**src/rtl/dual_byte_timer_pkg.sv**
```systemverilog
/*
 * Constants shared by the dual byte timer with capture: register word indices,
 * control bit positions, reset values and field layouts.
 * Assumes a 32-bit Avalon-MM slave where byte address = 4 * word index.
 */
package dual_byte_timer_pkg;

	localparam int ADDR_W = 18;
	localparam int DATA_W = 32;

	// word indices; byte address is four times the index
	localparam logic [15:0] IDX_TIMER_CONTROL = 16'hfe10;
	localparam logic [15:0] IDX_PRESCALER_MATCH = 16'hfe11;
	localparam logic [15:0] IDX_COUNT_LOW = 16'hfe12;
	localparam logic [15:0] IDX_COUNT_HIGH = 16'hfe13;
	localparam logic [15:0] IDX_MATCH_LOW = 16'hfe14;
	localparam logic [15:0] IDX_MATCH_HIGH = 16'hfe15;
	localparam logic [15:0] IDX_CAPTURE_LOW = 16'hfe16;
	localparam logic [15:0] IDX_CAPTURE_HIGH = 16'hfe17;
	localparam logic [15:0] IDX_INPUT_SELECT = 16'hfe18;
	localparam logic [15:0] IDX_EDGE_CONFIG = 16'hfe19;
	localparam logic [15:0] IDX_AUX_ROUTE = 16'hfe1a;

	// timer_control bit positions
	localparam int BIT_UPPER_RUN = 7;
	localparam int BIT_LOWER_RUN = 6;
	localparam int BIT_CHAIN_SIXTEEN = 5;
	localparam int BIT_LOWER_EXTERNAL_CLOCK = 4;
	localparam int BIT_UPPER_MATCH_FLAG = 3;
	localparam int BIT_UPPER_IRQ_ENABLE = 2;
	localparam int BIT_LOWER_MATCH_FLAG = 1;
	localparam int BIT_LOWER_IRQ_ENABLE = 0;

	// input_select bit positions
	localparam int BIT_UPPER_CAPTURE_PIN_B = 7;
	localparam int BIT_LOWER_CAPTURE_PIN_A = 6;
	localparam int BIT_COUNT_INPUT_SELECT = 0;

	// aux_route bit positions
	localparam int BIT_E_TO_LOWER = 0;
	localparam int BIT_E_TO_UPPER = 1;
	localparam int BIT_F_TO_LOWER = 2;
	localparam int BIT_F_TO_UPPER = 3;
	localparam int BIT_E_PIN_PORT3 = 4;
	localparam int BIT_F_PIN_PORT3 = 5;

	localparam logic [7:0] RESET_BYTE = 8'h00;
	localparam logic [7:0] COUNT_WRAP = 8'hff;

	// interrupt vectors of the two requests
	localparam logic [15:0] VECTOR_UPPER = 16'h0023;
	localparam logic [15:0] VECTOR_LOWER = 16'h0013;

endpackage

```
**src/rtl/dbt_event_detect.sv**
```systemverilog
/*
 * Pin event detector: two-flop synchroniser, then a selectable rising/falling
 * edge detector giving a single-cycle pulse.
 * Assumes pin is asynchronous to ref_clk and held at least two clocks per level.
 */
`timescale 1ns/10ps
`default_nettype none

module dbt_event_detect (
	input wire logic ref_clk,
	input wire logic rst,
	input wire logic pin,
	input wire logic rise_en,
	input wire logic fall_en,
	output logic pulse
);

	logic sync_a;
	logic sync_b;
	logic prev;

	always_ff @(posedge ref_clk or posedge rst) begin
		if (rst) begin
			sync_a <= 1'b0;
			sync_b <= 1'b0;
			prev <= 1'b0;
		end else begin
			sync_a <= pin;
			sync_b <= sync_a;
			prev <= sync_b;
		end
	end

	// only the second and third stages are compared
	assign pulse = (rise_en & sync_b & ~prev) | (fall_en & ~sync_b & prev); // [RULE_24]

endmodule // dbt_event_detect

`default_nettype wire

```
**src/rtl/dbt_prescaler.sv**
```systemverilog
/*
 * Programmable 8-bit prescaler: counts cycle clocks, pulses on compare match.
 * Assumes restart and hold come from logic on ref_clk.
 */
`timescale 1ns/10ps
`default_nettype none

module dbt_prescaler #(
	parameter int WIDTH = 8
) (
	input wire logic ref_clk,
	input wire logic rst,
	input wire logic hold,
	input wire logic restart,
	input wire logic [WIDTH-1:0] prescale_compare,
	output logic match
);

	logic [WIDTH-1:0] count;

	assign match = ~hold & (count == prescale_compare); // [RULE_06]

	always_ff @(posedge ref_clk or posedge rst) begin
		if (rst) begin
			count <= '0;
		end else if (restart || match) begin
			count <= '0; // [RULE_07]
		end else if (!hold) begin
			count <= count + 1'b1; // [RULE_05]
		end
	end

endmodule // dbt_prescaler

`default_nettype wire

```
**src/rtl/dual_byte_timer_capture.sv**
```systemverilog
/*
 * Dual byte timer/counter with capture: two 8-bit halves, optional 16-bit
 * chaining, prescaler or external count clock, capture registers, match flags
 * and two interrupt requests, with registers on an Avalon-MM slave.
 * Assumes pins are asynchronous; hold_request and the bus run on ref_clk.
 */
// Chosen here: the Avalon-MM slave port.
`timescale 1ns/10ps
`default_nettype none

// Overview of operation
// [RULE_01] mode 0: two independent prescaled 8-bit timers
// [RULE_02] mode 1: low counts external events, high timer
// [RULE_03] mode 2: chained 16-bit prescaled timer
// [RULE_04] mode 3: chained 16-bit external event counter
// [RULE_05] prescaler advances every cycle except hold
// [RULE_06] prescaler pulses when count equals compare
// [RULE_07] prescaler restarts on match or compare write
// [RULE_08] low half runs only while bit 6
// [RULE_09] bit 4 picks low count clock
// [RULE_10] high half runs only while bit 7
// [RULE_11] bit 5 picks high count clock
// [RULE_12] match on count equal buffer, 16 bits chained
// [RULE_13] half clears when stopped or matched
// [RULE_14] 8-bit modes: low source captures low count
// [RULE_15] 8-bit modes: high source captures high count
// [RULE_16] 16-bit modes: high source captures both
// [RULE_17] enabled interrupt once per half period
// [RULE_18] input select bit 0 picks count pin
// [RULE_19] aux interrupt routing masks port7 capture source
// [RULE_20] buffer tracks when stopped, reloads on match
// [RULE_21] match flags sticky until software clears
// [RULE_22] requests when flag and enable both set
// [RULE_23] 16-bit: equal run bits, flags together
// [RULE_24] detection events are one-cycle synchronous pulses
// [RULE_25] capture keeps count before same-cycle increment
module dual_byte_timer_capture (
	input wire logic ref_clk,
	input wire logic rst,
	input wire logic hold_request,
	input wire logic port7_pin_a,
	input wire logic port7_pin_b,
	input wire logic port7_pin_c,
	input wire logic port7_pin_d,
	input wire logic port2_pin_a,
	input wire logic port2_pin_b,
	input wire logic port3_pin_a,
	input wire logic port3_pin_b,
	input wire logic [dual_byte_timer_pkg::ADDR_W-1:0] address,
	input wire logic read,
	input wire logic write,
	input wire logic [dual_byte_timer_pkg::DATA_W-1:0] writedata,
	input wire logic [3:0] byteenable,
	output logic [dual_byte_timer_pkg::DATA_W-1:0] readdata,
	output logic waitrequest,
	output logic irq_lower,
	output logic irq_upper
);
	import dual_byte_timer_pkg::*;

	localparam int NUM_PINS = 8;

	logic [7:0] timer_control;
	logic [7:0] prescale_compare;
	logic [7:0] lower_half_counter;
	logic [7:0] upper_half_counter;
	logic [7:0] lower_compare_value;
	logic [7:0] upper_compare_value;
	logic [7:0] lower_buffer;
	logic [7:0] upper_buffer;
	logic [7:0] lower_snapshot;
	logic [7:0] upper_snapshot;
	logic [7:0] input_select;
	logic [7:0] edge_config;
	logic [7:0] aux_route;

	logic [NUM_PINS-1:0] pins;
	logic [NUM_PINS-1:0] rise_en;
	logic [NUM_PINS-1:0] fall_en;
	logic [NUM_PINS-1:0] det;

	logic access;
	logic bus_write;
	logic [15:0] word_index;
	logic mapped;
	logic pre_match;
	logic prescaler_restart;

	logic lower_run;
	logic upper_run;
	logic chain_sixteen;
	logic lower_external_clock;
	logic ext_count_evt;
	logic tick_lower;
	logic tick_upper;
	logic match_lower;
	logic match_upper;
	logic ext_e_evt;
	logic ext_f_evt;
	logic route_lower;
	logic route_upper;
	logic cap_lower_src;
	logic cap_upper_src;
	logic cap_lower_evt;
	logic cap_upper_evt;
	logic [7:0] next_readdata;
	logic [7:0] next_control;

	assign lower_run = timer_control[BIT_LOWER_RUN];
	assign upper_run = timer_control[BIT_UPPER_RUN];
	assign chain_sixteen = timer_control[BIT_CHAIN_SIXTEEN];
	assign lower_external_clock = timer_control[BIT_LOWER_EXTERNAL_CLOCK];

	// pin detectors: port7 pins follow edge_config, aux pins use rising edges
	assign pins = {port3_pin_b, port3_pin_a, port2_pin_b, port2_pin_a,
		port7_pin_d, port7_pin_c, port7_pin_b, port7_pin_a};

	genvar gi;
	generate
		for (gi = 0; gi < NUM_PINS; gi++) begin : g_pin
			if (gi < 4) begin : g_port7
				assign rise_en[gi] = edge_config[2*gi+1];
				assign fall_en[gi] = edge_config[2*gi];
			end else begin : g_aux
				assign rise_en[gi] = 1'b1;
				assign fall_en[gi] = 1'b0;
			end
			dbt_event_detect u_det (
				.ref_clk(ref_clk),
				.rst(rst),
				.pin(pins[gi]),
				.rise_en(rise_en[gi]),
				.fall_en(fall_en[gi]),
				.pulse(det[gi])
			); // [RULE_24]
		end
	endgenerate

	dbt_prescaler #(
		.WIDTH(8)
	) u_prescaler (
		.ref_clk(ref_clk),
		.rst(rst),
		.hold(hold_request),
		.restart(prescaler_restart),
		.prescale_compare(prescale_compare),
		.match(pre_match)
	); // [RULE_05]

	// external count source: pin d when set, pin c when clear
	assign ext_count_evt = input_select[BIT_COUNT_INPUT_SELECT] ? det[3] : det[2]; // [RULE_18]

	// aux interrupt events, each from port2 or port3
	assign ext_e_evt = aux_route[BIT_E_PIN_PORT3] ? det[6] : det[4];
	assign ext_f_evt = aux_route[BIT_F_PIN_PORT3] ? det[7] : det[5];

	// an aux route replaces the port7 source rather than adding to it
	assign route_lower = aux_route[BIT_E_TO_LOWER] | aux_route[BIT_F_TO_LOWER];
	assign route_upper = aux_route[BIT_E_TO_UPPER] | aux_route[BIT_F_TO_UPPER];
	always_comb begin
		if (route_lower) begin
			cap_lower_src = (aux_route[BIT_E_TO_LOWER] & ext_e_evt) |
				(aux_route[BIT_F_TO_LOWER] & ext_f_evt); // [RULE_19]
		end else begin
			cap_lower_src = input_select[BIT_LOWER_CAPTURE_PIN_A] ? det[0] : det[2];
		end
		if (route_upper) begin
			cap_upper_src = (aux_route[BIT_E_TO_UPPER] & ext_e_evt) |
				(aux_route[BIT_F_TO_UPPER] & ext_f_evt); // [RULE_19]
		end else begin
			cap_upper_src = input_select[BIT_UPPER_CAPTURE_PIN_B] ? det[1] : det[3];
		end
	end

	assign cap_lower_evt = chain_sixteen ? cap_upper_src : cap_lower_src; // [RULE_14] [RULE_16]
	assign cap_upper_evt = cap_upper_src; // [RULE_15] [RULE_16]

	// low count clock: prescaler or external events; chained mode uses it for 16 bits
	assign tick_lower = lower_external_clock ? ext_count_evt : pre_match; // [RULE_09] [RULE_02] [RULE_04]

	// high count clock: prescaler, or low-byte carry when chained
	assign tick_upper = chain_sixteen ? (tick_lower && lower_half_counter == COUNT_WRAP) :
		pre_match; // [RULE_11] [RULE_01] [RULE_03]

	// chained match needs all 16 bits; the high half matches with the low half only while bit 7 is set
	always_comb begin
		if (chain_sixteen) begin
			match_lower = lower_run && tick_lower &&
				{upper_half_counter, lower_half_counter} == {upper_buffer, lower_buffer}; // [RULE_12]
			match_upper = upper_run && match_lower; // [RULE_23]
		end else begin
			match_lower = lower_run && tick_lower && lower_half_counter == lower_buffer; // [RULE_12]
			match_upper = upper_run && pre_match && upper_half_counter == upper_buffer; // [RULE_12]
		end
	end

	always_ff @(posedge ref_clk or posedge rst) begin
		if (rst) begin
			lower_half_counter <= RESET_BYTE;
		end else if (!lower_run || match_lower) begin
			lower_half_counter <= RESET_BYTE; // [RULE_08] [RULE_13]
		end else if (tick_lower) begin
			lower_half_counter <= lower_half_counter + 8'h01;
		end
	end

	// chained mode still gates the upper byte by its own run bit
	always_ff @(posedge ref_clk or posedge rst) begin
		if (rst) begin
			upper_half_counter <= RESET_BYTE;
		end else if (!upper_run || match_upper) begin
			upper_half_counter <= RESET_BYTE; // [RULE_10] [RULE_13]
		end else if (tick_upper) begin
			upper_half_counter <= upper_half_counter + 8'h01;
		end
	end

	always_ff @(posedge ref_clk or posedge rst) begin
		if (rst) begin
			lower_buffer <= RESET_BYTE;
			upper_buffer <= RESET_BYTE;
		end else begin
			if (!lower_run || match_lower) begin
				lower_buffer <= lower_compare_value; // [RULE_20]
			end
			if (!upper_run || match_upper) begin
				upper_buffer <= upper_compare_value; // [RULE_20]
			end
		end
	end

	// snapshot takes the pre-increment value of the same cycle
	always_ff @(posedge ref_clk or posedge rst) begin
		if (rst) begin
			lower_snapshot <= RESET_BYTE;
			upper_snapshot <= RESET_BYTE;
		end else begin
			if (cap_lower_evt) begin
				lower_snapshot <= lower_half_counter; // [RULE_25] [RULE_14]
			end
			if (cap_upper_evt) begin
				upper_snapshot <= upper_half_counter; // [RULE_25] [RULE_15]
			end
		end
	end

	// bus: request seen with waitrequest high, answered one clock later
	assign access = (read | write) & ~waitrequest;
	assign bus_write = write & ~waitrequest & byteenable[0];
	assign word_index = address[ADDR_W-1:2];
	assign prescaler_restart = bus_write && mapped && word_index == IDX_PRESCALER_MATCH; // [RULE_07]

	always_comb begin
		mapped = (address[1:0] == 2'b00);
		next_readdata = RESET_BYTE;
		case (word_index)
			IDX_TIMER_CONTROL: next_readdata = timer_control;
			IDX_PRESCALER_MATCH: next_readdata = prescale_compare;
			IDX_COUNT_LOW: next_readdata = lower_half_counter;
			IDX_COUNT_HIGH: next_readdata = upper_half_counter;
			IDX_MATCH_LOW: next_readdata = lower_compare_value;
			IDX_MATCH_HIGH: next_readdata = upper_compare_value;
			IDX_CAPTURE_LOW: next_readdata = lower_snapshot;
			IDX_CAPTURE_HIGH: next_readdata = upper_snapshot;
			IDX_INPUT_SELECT: next_readdata = input_select;
			IDX_EDGE_CONFIG: next_readdata = edge_config;
			IDX_AUX_ROUTE: next_readdata = aux_route;
			default: mapped = 1'b0;
		endcase
	end

	always_ff @(posedge ref_clk or posedge rst) begin
		if (rst) begin
			waitrequest <= 1'b1;
			readdata <= '0;
		end else begin
			waitrequest <= ~((read | write) & waitrequest);
			if (read && waitrequest) begin
				readdata <= {24'h00_0000, mapped ? next_readdata : RESET_BYTE};
			end
		end
	end

	// hardware set wins over a software clear in the same cycle
	always_comb begin
		next_control = timer_control;
		if (bus_write && mapped && word_index == IDX_TIMER_CONTROL) begin
			next_control = writedata[7:0];
		end
		if (match_upper) begin
			next_control[BIT_UPPER_MATCH_FLAG] = 1'b1; // [RULE_21]
		end
		if (match_lower) begin
			next_control[BIT_LOWER_MATCH_FLAG] = 1'b1; // [RULE_21] [RULE_23]
		end
	end

	always_ff @(posedge ref_clk or posedge rst) begin
		if (rst) begin
			timer_control <= RESET_BYTE;
		end else begin
			timer_control <= next_control;
		end
	end

	always_ff @(posedge ref_clk or posedge rst) begin
		if (rst) begin
			prescale_compare <= RESET_BYTE;
			lower_compare_value <= RESET_BYTE;
			upper_compare_value <= RESET_BYTE;
			input_select <= RESET_BYTE;
			edge_config <= RESET_BYTE;
			aux_route <= RESET_BYTE;
		end else if (bus_write && mapped) begin
			case (word_index)
				IDX_PRESCALER_MATCH: prescale_compare <= writedata[7:0];
				IDX_MATCH_LOW: lower_compare_value <= writedata[7:0];
				IDX_MATCH_HIGH: upper_compare_value <= writedata[7:0];
				IDX_INPUT_SELECT: input_select <= writedata[7:0];
				IDX_EDGE_CONFIG: edge_config <= writedata[7:0];
				IDX_AUX_ROUTE: aux_route <= writedata[7:0];
				default: ;
			endcase
		end
	end

	// requests registered beside the flags, so they rise at the same edge
	always_ff @(posedge ref_clk or posedge rst) begin
		if (rst) begin
			irq_lower <= 1'b0;
			irq_upper <= 1'b0;
		end else begin
			irq_lower <= next_control[BIT_LOWER_MATCH_FLAG] & next_control[BIT_LOWER_IRQ_ENABLE]; // [RULE_22] [RULE_17]
			irq_upper <= next_control[BIT_UPPER_MATCH_FLAG] & next_control[BIT_UPPER_IRQ_ENABLE]; // [RULE_22] [RULE_17]
		end
	end

	// access feeds no logic, not even the decode, but marks the accepting edge
	logic unused_access;
	assign unused_access = access;

endmodule // dual_byte_timer_capture

`default_nettype wire

```
**config.mk**
```make
export PLATFORM = sky130hd
export DESIGN_NAME = dual_byte_timer_capture
export DESIGN_NICKNAME = d
export VERILOG_FILES = /design/src/rtl/dual_byte_timer_pkg.sv /design/src/rtl/dbt_event_detect.sv /design/src/rtl/dbt_prescaler.sv /design/src/rtl/dual_byte_timer_capture.sv
export SDC_FILE = /design/constraint.sdc
export NUM_CORES = 1
export LEC_CHECK = 0
export ABC_AREA = 1
export BUFFER_PORTS_ARGS = -buffer_cell sky130_fd_sc_hd__clkbuf_2
export CORE_ASPECT_RATIO = 0.9
export CORE_MARGIN = 2
export CORE_UTILIZATION = 45
export CTS_CLUSTER_SIZE = 24
export DETAILED_ROUTE_END_ITERATION = 16
export GPL_TIMING_DRIVEN = 0
export PLACE_DENSITY = 0.69
export SYNTH_ARGS = -nofsm -noshare
export SYNTH_HDL_FRONTEND = slang
export SYNTH_SLANG_ARGS = --single-unit
```
**constraint.sdc**
```tcl
create_clock -name ref_clk -period 6.6 [get_ports ref_clk]
set_clock_uncertainty 0.2 [all_clocks]
set_input_delay 0.33 -clock ref_clk [delete_from_list [all_inputs] [get_ports ref_clk]]
set_output_delay 0.33 -clock ref_clk [all_outputs]
set_load 0.05 [all_outputs]
```
==> results.md <==
• 4.27 nW — Static Leakage
• 0.384 GHz — Max Clk Rate
• 0.194 mV — worst voltage drop across the vdd grid
• 6320 — via count
• 5.06 — via count normalized by instance count
• register — kind of end point of the critical path
• 85 — maximum number of pins on one net before global-route repair
• 651 — initial detailed-routing violation count
• 8.03 sq um — post-synthesis area per instance
• 54.3% — core utilization of the finished layout
• sky130_fd_sc_hd__clkbuf_16 — Clock Tree Root
• 0 — number of gates given a new drive strength after cts
• 4000 ps — Final Worst Setup Slack
• nand2_1 -> nor2_1 -> a21oi_1 -> o22ai_1 -> nand2_1 -> nand3_1 -> o21ai_1 -> buf_2 -> o21ai_0 — cell breakdown of the critical path
• 6710 ps — required time at the worst-slack endpoint
• 0 — count of final hold-check violations
• 55.3% — Slew HR
• 44 — row count
• 17500 sq um — die area
• 46.0% — starting density of the core
• 17 — number of clock buffers inserted by TritonCTS
• 0 — Setup violations, final
• 430 ps — Skew-Pair Late Insertion Delay
• register to register — CP Class
• 60 ps — clock slew at reported path FFs
• 0 — number of enable flip-flop cells after synthesis
• completed — status
• 26.5% — net switching share of the total power
• 102 — number of placed I/O pins
• 0.577 mW — switching component of the power
• 580 ps — largest stage delay on the critical path
• 2600 ps — shortest period the worst path allows
• 924 — Cells after Synth
• 4040 ps — Placement Setup Slack
• 8760 sq um — Final Cell Area
• 147 — # clock sinks
• 670 ps — transition time at the pin with the least slew margin
• 0 — # diodes
• 0 — final antenna-violating net count
• primary input to register — min-delay worst type
• 248 nW/um^2 — Power per Cell Area
• 15.5% — fraction of final layout cells sized beyond drive strength 1
• 16100 sq um — Core Footprint
• 0 — max-capacitance violation count
• 2710 ps — arrival time at the worst endpoint
• 42 — Cell variety after synth
• 46.2% — part of the power in the clock network
• 139 um — horizontal die dimension
• 0 — GRT Residual Overflow
• register — startpoint kind of the worst setup timing path
• 8050 sq um — area post-placement
• 50 — number of buffer cells added on primary ports
• sky130_fd_sc_hd__o21ai_1 — Critical-path top delay cell
• 39.4% — Final Cycle Share
• 7420 sq um — post-synthesis instance area
• 147 — Synth Register Bits
• 31100 um — first-pass GRT wire length
• 2 — buffer levels on the longest clock path
• 281 x sky130_fd_sc_hd__nand2_1, 146 x sky130_fd_sc_hd__dfrtp_1, 99 x sky130_fd_sc_hd__inv_1 — leading cell types by count after synthesis
• 0 — total number of yosys warnings
• 100% — Post-synth ARST share
• 15.4 um — WL per Instance
• yes — TritonCTS clock tree
• 10 — critical path fanouts, max
• sky130_fd_sc_hd__dfrtp_1 49%, sky130_fd_sc_hd__nand2_1 14%, sky130_fd_sc_hd__inv_1 5.0% — biggest area contributors in the synthesized netlist
• 11 — hold-fix buffers at CTS
• 0 ps — setup total negative slack
• 10.1% — part of the total power dissipated in combinational logic
• 4 — maximum level of the CTS H-tree
• 22.8% — gr usage total
• 13900 um — HPWL reported at the end of detailed placement
• 0 — post-CTS setup buffer count
• sky130_fd_sc_hd__nand2_1 — cell with the most instances after synthesis
• 126 um — height of the die
• 1 — number of buffers and inverters on the critical path
• 18.1% — Layout area overhead
• 1492 — count of fill cells added during filler insertion
• false — unrepaired setup endpoints after global routing
• 5 — number of iterations in the first detailed-routing pass
• sky130_fd_sc_hd__dfrtp_1 — cell type with the highest aggregate area in the netlist
• 49.6% — fraction of the yosys area taken by sequential cells
• 0 — total count of max-transition violations in the final report
• 1098 — Nets
• 0.909 — GPL Wtd Cong
• 43.7% — part of the power in registers
• 0 — DRC Markers
• 49.3% — area fraction of the dominant cell type after synthesis
• 0 — number of antenna violations at the first check in global routing
• 5893 — vias in the first global route
• 19200 um — Total Wirelength
• 2.17 mW — final total power
• sky130_fd_sc_hd__dfrtp_1 — most used flip-flop cell after synthesis
• compound AO/OA/AOI/OAI gates — cell family with the largest share of critical-path delay
• sky130_fd_sc_hd__nand2_1 — Most Frequent Cell on Critical Path
• 1.60 mW — internal power
==> cell families after synthesis <==
group                    after synthesis  share of synthesized area (%)
AO/OA/AOI/OAI                        150                           11.0
XOR/XNOR                              17                           2.01
adder cells (fa/ha/maj)                3                          0.506
buffers and inverters                152                           10.0
flip-flops                           147                           49.6
other                                  1                         0.0506
AND/OR/NAND/NOR                      454                           26.8
==> layer usage <==
metal  track usage [%]  wire length [um]  part of all wire [%]  up-vias
met5                 0                 0                     0        -
met4              7.19               459                   2.4        0
met3              4.90              1460                   7.6       36
met2              34.5              8370                    44      245
met1              33.1              8940                    46     2920
li1                  -                 -                     -     3119
==> cell usage in the layout, fill, tap and decap left out, types with 5 or more instances in the layout <==
| cell | n |
|---|---|
| sky130_fd_sc_hd__inv_1 | 98 |
| sky130_fd_sc_hd__o2111ai_1 | 5 |
| sky130_fd_sc_hd__o21ai_0 | 68 |
| sky130_fd_sc_hd__buf_4 | 26 |
| sky130_fd_sc_hd__nand3_1 | 44 |
| sky130_fd_sc_hd__o21ai_1 | 34 |
| sky130_fd_sc_hd__inv_6 | 6 |
| sky130_fd_sc_hd__o21ai_2 | 7 |
| sky130_fd_sc_hd__buf_6 | 7 |
| sky130_fd_sc_hd__a21oi_1 | 23 |
| sky130_fd_sc_hd__conb_1 | 24 |
| sky130_fd_sc_hd__dfrtp_1 | 146 |
| sky130_fd_sc_hd__o22ai_1 | 9 |
| sky130_fd_sc_hd__clkbuf_16 | 17 |
| sky130_fd_sc_hd__clkbuf_1 | 5 |
| sky130_fd_sc_hd__dlygate4sd3_1 | 11 |
| sky130_fd_sc_hd__nand4_1 | 18 |
| sky130_fd_sc_hd__nor3_1 | 8 |
| sky130_fd_sc_hd__xor2_1 | 13 |
| sky130_fd_sc_hd__nand2_1 | 281 |
| sky130_fd_sc_hd__nand3_4 | 5 |
| sky130_fd_sc_hd__clkbuf_2 | 51 |
| sky130_fd_sc_hd__buf_2 | 12 |
| sky130_fd_sc_hd__nor2_1 | 77 |
==> layout make-up <==
cell class | count | area (sq um) | share of cell area [%]
sequential | 147 | 3680 | 42.0
buffer | 49 | 350 | 4.00
tap | 207 | 259 | 2.96
multi-input combinational | 648 | 3080 | 35.2
clock inverter | 13 | 174 | 1.98
timing repair buffer | 62 | 388 | 4.43
clock buffer | 19 | 433 | 4.94
inverter | 103 | 397 | 4.53
==> worst register-to-register path, stage by stage (launching register included) <==
cell and delay (ps):
sky130_fd_sc_hd__dfrtp_1 410, sky130_fd_sc_hd__nand2_1 80, sky130_fd_sc_hd__nor2_1 40, sky130_fd_sc_hd__a21oi_1 240, sky130_fd_sc_hd__o22ai_1 130, sky130_fd_sc_hd__nand2_1 80, sky130_fd_sc_hd__nand3_1 290, sky130_fd_sc_hd__o21ai_1 590
sky130_fd_sc_hd__buf_2 310, sky130_fd_sc_hd__o21ai_0 110
==> worst paths after layout <==
path,startpoint,endpoint,slack (ps),cells after the start
worst min-delay path,writedata[0],lower_compare_value[0],140,3
worst min register to register,g_pin[5].u_det.sync_a,g_pin[5].u_det.sync_b,150,0
max in group asynchronous,rst,g_pin[3].u_det.sync_a,5040,4
min in group asynchronous,rst,irq_lower,330,3
worst max-delay path,edge_config[7],lower_snapshot[4],4000,9
worst max register to register,edge_config[7],lower_snapshot[4],4000,9
==> through the flow <==
step / std cells / hold WS [ps]
finish: 1248 / 136
global route: 1248 / 146
CTS: 1248 / 129
detailed placement: 1205 / 135
global placement: 1204 / 132
floorplan: 947 / 131
==> power by group through the flow <==
| stage | logic (mW) | clock network (mW) | registers [mW] |
|---|---|---|---|
| CTS | 0.219 | 1.01 | 0.949 |
| detailed placement | 0.213 | 0 | 0.966 |
| global route | 0.245 | 1.06 | 0.952 |
| global placement | 0.207 | 0 | 0.965 |
| finish | 0.220 | 1.00 | 0.949 |
| floorplan | 0.159 | 0 | 0.962 |
Power figures use the tool's default switching activity.
